$ cat config.mk
export PLATFORM = sky130hd
export DESIGN_NAME = iasc_alu_top
export DESIGN_NICKNAME = d
export VERILOG_FILES = /design/src/include/iasc_pkg.sv /design/src/hw/iasc_alu_top.sv
export VERILOG_INCLUDE_DIRS = /design/src /design/src/include
export SDC_FILE = /design/constraint.sdc
export NUM_CORES = 1
export LEC_CHECK = 0
export ABC_AREA = 1
export CELL_PAD_IN_SITES_DETAIL_PLACEMENT = 1
export CELL_PAD_IN_SITES_GLOBAL_PLACEMENT = 2
export CORE_MARGIN = 2
export CORE_UTILIZATION = 36
export DETAILED_ROUTE_END_ITERATION = 16
export DONT_BUFFER_PORTS = 1
export PLACE_DENSITY = 0.85
export SYNTH_ARGS = -nofsm -noshare
export SYNTH_HDL_FRONTEND = slang
export SYNTH_SLANG_ARGS = --single-unit
$ cat constraint.sdc
create_clock -name ref_clk -period 6.7 [get_ports ref_clk]
set_input_delay 0 -clock ref_clk [delete_from_list [all_inputs] [get_ports ref_clk]]
set_output_delay 0 -clock ref_clk [all_outputs]
set_load 0.005 [all_outputs]
$ cat src/include/iasc_defs.svh
// Offsets, field positions, reset values and constants of the datapath
`ifndef IASC_DEFS_SVH
`define IASC_DEFS_SVH

`define IASC_XLEN            32
`define IASC_IMM_W           12
`define IASC_ADDR_W          12
`define IASC_OFS_CTRL        12'h000
`define IASC_OFS_FLAGS       12'h004
`define IASC_OFS_COUNT       12'h008
`define IASC_CTRL_EN_BIT     0
`define IASC_CTRL_CLR_BIT    1
`define IASC_FLAG_V_BIT      0
`define IASC_FLAG_C_BIT      1
`define IASC_FLAG_Z_BIT      2
`define IASC_FLAG_N_BIT      3
`define IASC_CTRL_RST        1'b1
`define IASC_FLAGS_RST       4'h0
`define IASC_COUNT_RST       32'h0000_0000
`define IASC_BASE_ALIGN_MASK 32'hFFFF_FFFC
`define IASC_BRANCH_MASK     32'hFFFF_FFFE
`define IASC_LZC_ALL_ZERO    6'h20
`define IASC_SHIFT_FULL      8'h20
`define IASC_IMM_ZERO_EXT    20'h0_0000

`endif

$ cat src/include/iasc_pkg.sv
// Operation codes and request and answer carriers of the datapath
package iasc_pkg;
	`include "iasc_defs.svh"

	typedef enum logic [4:0] {
		sum_op,
		sum_carry_op,
		difference_op,
		minus_with_borrow_op,
		reverse_difference_op,
		wide_immediate_sum,
		wide_immediate_difference,
		conjunction_op,
		bitwise_disjunction_op,
		exclusive_disjunction_op,
		bit_clear_op,
		or_not_op,
		shift_right_arith,
		shift_left_logical,
		shift_right_logical,
		rotate_right_op,
		rotate_extend_op,
		leading_zero_count_op,
		compare_op,
		compare_negative_op
	} iasc_op_t;

	typedef struct packed {
		iasc_op_t                 op;
		logic [`IASC_XLEN-1:0]    first_operand_reg;
		logic [`IASC_XLEN-1:0]    flex_second_operand;
		logic [`IASC_IMM_W-1:0]   twelve_bit_immediate;
		logic                     use_imm;
		logic                     first_is_program_counter;
		logic                     dest_is_program_counter;
		logic                     set_flags;
		logic [`IASC_XLEN-1:0]    source_reg;
		logic [`IASC_XLEN-1:0]    shift_amount_reg;
		logic [5:0]               shift_imm;
		logic                     shift_by_reg;
		logic                     op2_carry;
		logic                     op2_carry_valid;
	} iasc_req_t;

	typedef struct packed {
		logic [`IASC_XLEN-1:0]    result;
		logic                     write_dest;
		logic                     branch;
		logic [`IASC_XLEN-1:0]    branch_addr;
	} iasc_rsp_t;
endpackage

$ cat src/hw/iasc_alu_top.sv
// Integer sum, logic, shift, leading-zero and compare datapath with APB
// Notes on behaviour
// - Sum adds flexible operand or 12-bit immediate to first operand.
// - Sum-with-carry adds both operands plus the current carry flag.
// - Difference subtracts flexible operand or immediate from first operand.
// - Minus-with-borrow subtracts, then takes one more when carry is clear.
// - Reverse difference subtracts first operand from flexible operand.
// - Wide-immediate sum and difference act as their immediate forms.
// - Program counter as operand has its two low bits forced to zero.
// - Sum writing program counter branches with bit zero forced low.
// - Flag suffix on arithmetic updates negative, zero, carry and overflow.
// - Conjunction, exclusive-or and disjunction combine operands bit by bit.
// - Bit-clear ands first operand with complement of flexible operand.
// - Or-not ors first operand with complement of flexible operand.
// - Logic with flags sets N and Z, carry from op2_carry when op2_carry_valid, else kept, keeps V.
// - Register shift amount uses only its low byte, zero to 255.
// - Immediate: arith right 1-32, left 0-31, right 1-32, rotate 1-31.
// - Rotate-with-extend shifts right by one, carry fills top bit.
// - Shifts write only the destination; the source stays unchanged.
// - Shift flags: N, Z, carry is last bit out unless amount zero.
// - Leading-zero count gives 32 for zero and 0 when top bit set.
// - Leading-zero count never touches any condition flag.
// - Compare subtracts, always sets all four flags, discards the result.
// - Compare-negative adds, always sets all four flags, writes nothing.
`timescale 1ns/1ps
`include "iasc_defs.svh"

module iasc_alu_top
(
	input  wire logic                    ref_clk,
	input  wire logic                    reset_n,
	input  wire logic                    req_valid,
	input  wire iasc_pkg::iasc_req_t     req,
	output logic                         rsp_valid,
	output iasc_pkg::iasc_rsp_t          rsp,
	output logic [3:0]                   flags,
	input  wire logic [`IASC_ADDR_W-1:0] paddr,
	input  wire logic                    psel,
	input  wire logic                    penable,
	input  wire logic                    pwrite,
	input  wire logic [31:0]             pwdata,
	input  wire logic [3:0]              pstrb,
	output logic [31:0]                  prdata,
	output logic                         pready,
	output logic                         pslverr
);

	// ****************************************************************
	// Operation classes and operand selection
	// ****************************************************************
	iasc_pkg::iasc_op_t op;
	logic [31:0]        op_a;
	logic [31:0]        op_b;
	logic               use_imm_eff;
	logic               is_add;
	logic               is_adc;
	logic               is_sub;
	logic               is_brw;
	logic               is_rev;
	logic               is_arith;
	logic               is_logic;
	logic               is_shift;
	logic               is_lzc;
	logic               is_test;
	logic               flag_c;
	logic               ctrl_en_q;
	logic               accept;

	assign op          = req.op;
	assign accept      = req_valid & ctrl_en_q;
	assign is_add      = (op == iasc_pkg::sum_op) |
	                     (op == iasc_pkg::wide_immediate_sum) |
	                     (op == iasc_pkg::compare_negative_op);
	assign is_adc      = (op == iasc_pkg::sum_carry_op);
	assign is_sub      = (op == iasc_pkg::difference_op) |
	                     (op == iasc_pkg::wide_immediate_difference) |
	                     (op == iasc_pkg::compare_op);
	assign is_brw      = (op == iasc_pkg::minus_with_borrow_op);
	assign is_rev      = (op == iasc_pkg::reverse_difference_op);
	assign is_arith    = is_add | is_adc | is_sub | is_brw | is_rev;
	assign is_logic    = (op == iasc_pkg::conjunction_op) |
	                     (op == iasc_pkg::bitwise_disjunction_op) |
	                     (op == iasc_pkg::exclusive_disjunction_op) |
	                     (op == iasc_pkg::bit_clear_op) |
	                     (op == iasc_pkg::or_not_op);
	assign is_shift    = (op == iasc_pkg::shift_right_arith) |
	                     (op == iasc_pkg::shift_left_logical) |
	                     (op == iasc_pkg::shift_right_logical) |
	                     (op == iasc_pkg::rotate_right_op) |
	                     (op == iasc_pkg::rotate_extend_op);
	assign is_lzc      = (op == iasc_pkg::leading_zero_count_op);
	assign is_test     = (op == iasc_pkg::compare_op) |
	                     (op == iasc_pkg::compare_negative_op);

	// Wide forms always take the immediate path
	assign use_imm_eff = req.use_imm |
	                     (op == iasc_pkg::wide_immediate_sum) |
	                     (op == iasc_pkg::wide_immediate_difference);
	// Immediate is zero-extended; the decoder never sends a signed one
	assign op_b = use_imm_eff ?
	              {`IASC_IMM_ZERO_EXT, req.twelve_bit_immediate} :
	              req.flex_second_operand;
	assign op_a = req.first_is_program_counter ?
	              (req.first_operand_reg & `IASC_BASE_ALIGN_MASK) :
	              req.first_operand_reg;

	// ****************************************************************
	// Adder shared by every sum, difference and compare
	// ****************************************************************
	logic [31:0] add_x;
	logic [31:0] add_y;
	logic        add_cin;
	logic [32:0] add_sum;
	logic        add_v;

	// One adder: subtraction is x + ~y + 1, borrow shows as carry clear
	assign add_x   = is_rev ? op_b : op_a;
	assign add_y   = is_rev ? ~op_a :
	                 (is_sub | is_brw) ? ~op_b : op_b;
	assign add_cin = (is_adc | is_brw) ? flag_c :
	                 (is_sub | is_rev) ? 1'b1 : 1'b0;
	assign add_sum = {1'b0, add_x} + {1'b0, add_y} + {32'h0000_0000, add_cin};
	assign add_v   = (add_x[31] == add_y[31]) &
	                 (add_sum[31] != add_x[31]);

	// ****************************************************************
	// Bitwise logic
	// ****************************************************************
	logic [31:0] logic_res;

	always_comb
	begin
		unique case (op)
			iasc_pkg::bitwise_disjunction_op:   logic_res = op_a | op_b;
			iasc_pkg::exclusive_disjunction_op: logic_res = op_a ^ op_b;
			iasc_pkg::bit_clear_op:             logic_res = op_a & ~op_b;
			iasc_pkg::or_not_op:                logic_res = op_a | ~op_b;
			default:                            logic_res = op_a & op_b;
		endcase
	end

	// ****************************************************************
	// Shifter and rotator
	// ****************************************************************
	logic [7:0]  sh_amt;
	logic [4:0]  rot_amt;
	logic [31:0] sh_src;
	logic [31:0] sh_res;
	logic        sh_c;
	logic        sh_c_upd;
	logic [32:0] sh_left;
	logic [32:0] sh_right;
	logic [32:0] sh_arith;
	logic [31:0] rot_res;

	// Only the low byte of the amount register counts
	assign sh_amt   = req.shift_by_reg ? req.shift_amount_reg[7:0] :
	                  {2'b00, req.shift_imm};
	assign rot_amt  = sh_amt[4:0];
	assign sh_src   = req.source_reg;
	assign sh_left  = {1'b0, sh_src} << sh_amt;
	assign sh_right = {sh_src, 1'b0} >> sh_amt;
	assign sh_arith = 33'($signed({sh_src, 1'b0}) >>> sh_amt);
	assign rot_res  = (sh_src >> rot_amt) | (sh_src << (6'd32 - {1'b0, rot_amt}));
	assign sh_c_upd = (sh_amt != 8'h00) |
	                  (op == iasc_pkg::rotate_extend_op);

	always_comb
	begin
		sh_res = sh_src;
		sh_c   = flag_c;
		unique case (op)
			iasc_pkg::shift_left_logical:
			begin
				sh_res = (sh_amt > `IASC_SHIFT_FULL) ? 32'h0000_0000 : sh_left[31:0];
				sh_c   = (sh_amt > `IASC_SHIFT_FULL) ? 1'b0 : sh_left[32];
			end
			iasc_pkg::shift_right_logical:
			begin
				sh_res = (sh_amt > `IASC_SHIFT_FULL) ? 32'h0000_0000 : sh_right[32:1];
				sh_c   = (sh_amt > `IASC_SHIFT_FULL) ? 1'b0 : sh_right[0];
			end
			iasc_pkg::shift_right_arith:
			begin
				// From 32 on the sign bit fills the word and is also the carry
				sh_res = (sh_amt >= `IASC_SHIFT_FULL) ? {32{sh_src[31]}} :
				         sh_arith[32:1];
				sh_c   = (sh_amt >= `IASC_SHIFT_FULL) ? sh_src[31] : sh_arith[0];
			end
			iasc_pkg::rotate_right_op:
			begin
				sh_res = rot_res;
				sh_c   = rot_res[31];
			end
			iasc_pkg::rotate_extend_op:
			begin
				sh_res = {flag_c, sh_src[31:1]};
				sh_c   = sh_src[0];
			end
			default:
			begin
				sh_res = sh_src;
				sh_c   = flag_c;
			end
		endcase
		if (!sh_c_upd)
		begin
			sh_res = sh_src;
			sh_c   = flag_c;
		end
	end

	// ****************************************************************
	// Leading-zero count
	// ****************************************************************
	logic [5:0] lzc_res;
	logic [31:0] lzc_hit;

	// Per bit: set where this bit is the highest one set
	for (genvar i = 0; i < 32; i++)
	begin : g_lzc
		if (i == 31)
		begin : g_top
			assign lzc_hit[i] = sh_src[i];
		end
		else
		begin : g_rest
			assign lzc_hit[i] = sh_src[i] & ~|sh_src[31:i+1];
		end
	end

	always_comb
	begin
		lzc_res = `IASC_LZC_ALL_ZERO;
		for (int k = 0; k < 32; k++)
		begin
			if (lzc_hit[k])
			begin
				lzc_res = 6'(31 - k);
			end
		end
	end

	// ****************************************************************
	// Result, branch and flag selection
	// ****************************************************************
	logic [31:0] res;
	logic        is_branch;
	logic        flag_upd;
	logic [3:0]  flags_new;
	logic        new_c;
	logic        new_v;

	assign res       = is_arith ? add_sum[31:0] :
	                   is_logic ? logic_res :
	                   is_shift ? sh_res :
	                   {26'h000_0000, lzc_res};
	assign is_branch = req.dest_is_program_counter & (is_add | is_adc) &
	                   ~is_test;
	assign flag_upd  = accept & ~is_lzc &
	                   (is_test | req.set_flags);
	assign new_c     = is_arith ? add_sum[32] :
	                   is_shift ? sh_c :
	                   (req.op2_carry_valid ? req.op2_carry : flag_c);
	assign new_v     = is_arith ? add_v : flags[`IASC_FLAG_V_BIT];
	assign flags_new = {res[31], res == 32'h0000_0000, new_c, new_v};

	// ****************************************************************
	// Answer registers
	// ****************************************************************
	iasc_pkg::iasc_rsp_t rsp_d;

	assign rsp_d.result      = res;
	// Only the destination is written; nothing flows back to the source
	assign rsp_d.write_dest  = ~is_test & ~is_branch;
	assign rsp_d.branch      = is_branch;
	assign rsp_d.branch_addr = res & `IASC_BRANCH_MASK;

	always_ff @(posedge ref_clk or negedge reset_n)
	begin
		if (!reset_n)
		begin
			rsp_valid <= 1'b0;
			rsp       <= '0;
		end
		else
		begin
			rsp_valid <= accept;
			if (accept)
			begin
				rsp <= rsp_d;
			end
		end
	end

	// ****************************************************************
	// APB slave: control, flags and operation count
	// ****************************************************************
	logic        hit_ctrl;
	logic        hit_flags;
	logic        hit_count;
	logic        hit_any;
	logic        apb_wait;
	logic        apb_fire;
	logic        wr_lane0;
	logic [31:0] rd_mux;
	logic [31:0] count_q;
	logic        clr_cnt;
	logic [3:0]  flags_d;

	assign hit_ctrl  = (paddr == `IASC_OFS_CTRL);
	assign hit_flags = (paddr == `IASC_OFS_FLAGS);
	assign hit_count = (paddr == `IASC_OFS_COUNT);
	assign hit_any   = hit_ctrl | hit_flags | hit_count;
	// One wait state: pready rises in the second access cycle
	assign apb_wait  = psel & penable & ~pready;
	assign apb_fire  = psel & penable & pready;
	assign wr_lane0  = apb_fire & pwrite & pstrb[0];
	assign clr_cnt   = wr_lane0 & hit_ctrl & pwdata[`IASC_CTRL_CLR_BIT];
	assign rd_mux    = hit_ctrl  ? {31'h0000_0000, ctrl_en_q} :
	                   hit_flags ? {28'h000_0000, flags} :
	                   hit_count ? count_q : 32'h0000_0000;
	assign flag_c    = flags[`IASC_FLAG_C_BIT];
	// A datapath update in the same cycle wins over a software write
	assign flags_d   = flag_upd ? flags_new :
	                   (wr_lane0 & hit_flags) ? pwdata[3:0] : flags;

	always_ff @(posedge ref_clk or negedge reset_n)
	begin
		if (!reset_n)
		begin
			pready  <= 1'b0;
			pslverr <= 1'b0;
			prdata  <= 32'h0000_0000;
		end
		else
		begin
			pready  <= apb_wait;
			pslverr <= apb_wait & ~hit_any;
			prdata  <= (apb_wait & ~pwrite) ? rd_mux : 32'h0000_0000;
		end
	end

	always_ff @(posedge ref_clk or negedge reset_n)
	begin
		if (!reset_n)
		begin
			ctrl_en_q <= `IASC_CTRL_RST;
			flags     <= `IASC_FLAGS_RST;
			count_q   <= `IASC_COUNT_RST;
		end
		else
		begin
			flags   <= flags_d;
			count_q <= (clr_cnt ? 32'h0000_0000 : count_q) +
			           {31'h0000_0000, accept};
			if (wr_lane0 & hit_ctrl)
			begin
				ctrl_en_q <= pwdata[`IASC_CTRL_EN_BIT];
			end
		end
	end

	logic [31:0] chk_a;
	logic [31:0] chk_b;
	assign chk_a = req.first_operand_reg;
	assign chk_b = req.flex_second_operand;
endmodule

==> out/qor.txt <==
Syn Std Cell Area -> 0.01897 mm^2
initial antenna violation count -> 5
power per cell area -> 156.2 mW/mm^2
number of vias per cell -> 6.177
Reg-to-Reg Start -> flags[1]
XOR/XNOR Fraction of Synth Area -> 2.078%
Hold Crit Class -> in2reg
CTS Root Cell -> clkbuf_16
commonest non-fill, non-tap cells in the layout -> nand2_1, nand3_1, inv_1
Synth Area in Adders -> 2.454%
Mapped Cells -> 3553
Reg clk slew, reported paths -> 80 ps
Yosys reg bits -> 106
Crit path buffers/inverters -> 4
post-cts resize count -> 0
CTS tree -> built
ys flop type -> dfrtp_1
die area -> 0.05453 mm^2
CP Max Fanout -> 23
final slew viol count -> 0
die width -> 233.5 um
Synth Area in Compound Gates -> 19.20%
Sequential Power Share -> 25.1%
most common cell after layout, fill and taps aside -> nand2_1
Rows -> 84
Crit Path Class -> in2reg
Iter 0 DRT Violations -> 2154
fmax -> 193.5 MHz
first-pass GRT wire length -> 160300 um
hold wc startpoint -> pwdata[1]
fin crit share -> 77.15%
critical path startpoint -> req[156]
unique cell type count in the Yosys netlist -> 62
Gate power share -> 56.5%
FFs w/ async S/R, synth -> 100.0%
Final min period -> 5169 ps
Core Area -> 0.05234 mm^2
sequential fraction of the synthesis area -> 13.99%
CTS buffer count -> 9
Critical Path RT -> 6980 ps
syn_area_per_cell -> 5.338 um^2
# IOs -> 317
routed wire length -> 109900 um
routability cong. -> 1.074
unrepaired setup endpoints after global routing -> no
layout cells sized above 1 -> 4.367%
Synth warnings -> 0
detailed placement HPWL -> 87050 um
post-synthesis mux area share -> 0.05278%
Area Growth Syn to Fin -> 3.002%
family with the most delay on the worst path -> simple AND/OR/NAND/NOR gates
largest net degree at the start of global routing -> 107
WP data arrival -> 5450 ps
wire length per cell -> 26.78 um
CP endpoint kind -> flip-flop
worst skew pair latency -> 350 ps
total negative slack -> 0 ps
total grt overflow -> 0
Crit path largest cell delay -> 570 ps
largest family of logic cells by synthesized area -> simple AND/OR/NAND/NOR gates
slowest CP cell -> mux2i_1
crit path launch type -> input port
Pre-Repair DR Iteration Count -> 5
drc violations -> 0
Pleak -> 9.732 nW
starting density of the core -> 36.24%
Finish-stage setup viols -> 0
Slew @ Worst Pin -> 1121 ps
Hold Fails Final Rpt -> 0
P_sw -> 1.599 mW
synthesized net count -> 3801
GRT Util Overall -> 39.10%
outcome -> finished clean
Max-Cap Viols -> 0
DR vias -> 25340
worst setup margin -> 1531 ps
# clock sinks -> 106
post-CTS setup buffers -> 0
Post-synth EDFFs -> 0
Final Skew -> 11.50 ps
IO buf count -> 0
Final ANT Viol Nets -> 0
Synth Area in Simple Gates -> 49.85%
switch share -> 52.41%
Nets -> 3655
Worst path most repeated cell -> nand2_1
via count of the first global-routing pass -> 24550
Place WS -> 1263 ps
Die Height -> 233.5 um
worst vdd ir -> 0.0001131 V
clock buffer depth -> 2
H-tree Lvls -> 3
Clock power frac -> 18.4%
relative slew slack -> 24.45%
Int Pwr -> 1.453 mW
==> path summary, 6_finish.rpt <==
| path | endpoint | slack (ps) | depth (start not counted) |
|---|---|---|---|
| worst max-delay path | flags[2] | 1530 | 31 |
| worst min-delay path | flags[1] | 20 | 4 |
| worst max register to register | flags[2] | 2250 | 23 |
| worst min register to register | prdata[31] | 520 | 2 |
| max in group asynchronous | ctrl_en_q | 6030 | 2 |
| min in group asynchronous | count_q[26] | 240 | 2 |
==> power by group through the flow <==
| stage | Clock [mW] | Sequential (mW) | Combinational (mW) |
|---|---|---|---|
| 6_report | 0.562 | 0.766 | 1.72 |
| 5_1_grt | 0.595 | 0.772 | 1.87 |
| 4_1_cts | 0.575 | 0.766 | 1.67 |
| 3_5_place_dp | 0 | 0.778 | 1.64 |
| 3_3_place_gp | 0 | 0.776 | 1.60 |
| 2_1_floorplan | 0 | 0.744 | 1.17 |
==> cells in the mapped netlist (4+ instances only) <==
master        n  area, um^2
o2111ai_1     6       52.55
nand2_2      17       106.4
nand3_1     599        2998
nor2_2       10       62.56
o22ai_1      18       112.6
o211ai_1     32       240.2
o21ai_2      10       87.58
buf_4        48       360.4
a221oi_1      5       43.79
a31oi_1      14       87.58
dfrtp_1     105        2628
xnor2_1      14       122.6
nand3b_1      5       37.54
xor2_1       31       271.5
a32oi_1       4       35.03
nand4_1      47       294.0
o21ai_1      21       105.1
o21a_1        5       37.54
inv_2        15       56.30
buf_1         8       30.03
nand2_1    1132        4249
clkbuf_1     85       319.1
and2_1        4       25.02
and3_1        5       31.28
o31ai_1       8       60.06
a21oi_1     193       965.9
o221ai_1      7       61.31
o32ai_1       7       61.31
nor2_1      273        1025
a21o_1        7       52.55
buf_2        61       305.3
ha_1         34       425.4
o21ai_0     281        1406
nor3_1       52       260.3
nor2_4        5       56.30
or2_2         7       43.79
nand2_4       5       56.30
o21bai_1      8       60.06
inv_1       303        1137
nor4_1       12       75.07
a211oi_1      9       67.56
buf_6        10       112.6
==> state kept, by name (all words and copies together) (netlist names) <==
register,count
flags,4
rsp_valid,1
prdata,32
pslverr,1
ctrl_en_q,1
pready,1
rsp,34
count_q,32
==> tightest hold or removal path: stages <==
cell	delay, ps
nor2_1	100
nor2_1	70
nand2_1	90
nand2_1	50
==> repair_timing <==
| item | in CTS | in global routing |
|---|---|---|
| hold buffers | 13 | 0 |
| endpoints found under the hold margin | 119 | 0 |
| endpoints found under the setup margin | 0 | 0 |
==> cells by family (layout without fill, tap and decap cells) <==
logic type      count (synthesis)  count (layout)
simple gates                 2184            2184
buf+inv                       534             393
other cells                     1               3
xor+xnor                       45              45
mux                             1               1
compound gates                646             646
flops                         106             106
fa+ha+maj                      36              36
==> metrics by stage <==
step | instances | util, % | hold slack [ps] | instance area (um^2) | power, mW
after floorplan | 3553 | - | -295.6 | 18970 | 1.911
after global placement | 4071 | 36.41 | -293.5 | 19060 | 2.381
after detailed placement | 4071 | 36.41 | -294.1 | 19060 | 2.416
after CTS | 4100 | 37.31 | 0.4807 | 19530 | 3.009
after global routing | 4100 | 37.31 | 0.6697 | 19530 | 3.234
final | 4102 | 37.32 | 15.93 | 19540 | 3.052
==> area by class of cell <==
cell class / count / area, um^2
multi-input combinational: 2913 / 14010
timing repair buffer: 55 / 462.9
clock buffer: 9 / 225.2
clock inverter: 7 / 101.3
inverter: 322 / 1214
tap: 688 / 860.8
sequential: 106 / 2654
antenna: 2 / 5.005
fill: 7408 / 32810
==> layer usage <==
| layer | global-route usage, % | wire length, um | part of all wire [%] |
|---|---|---|---|
| met1 | 51.86 | 47120 | 43 |
| met2 | 61.56 | 48290 | 44 |
| met3 | 7.104 | 8660 | 7.9 |
| met4 | 17.37 | 5788 | 5.3 |
| met5 | 0 | 10 | 0.0091 |
No activity file was read; power rests on OpenSTA's default activity.
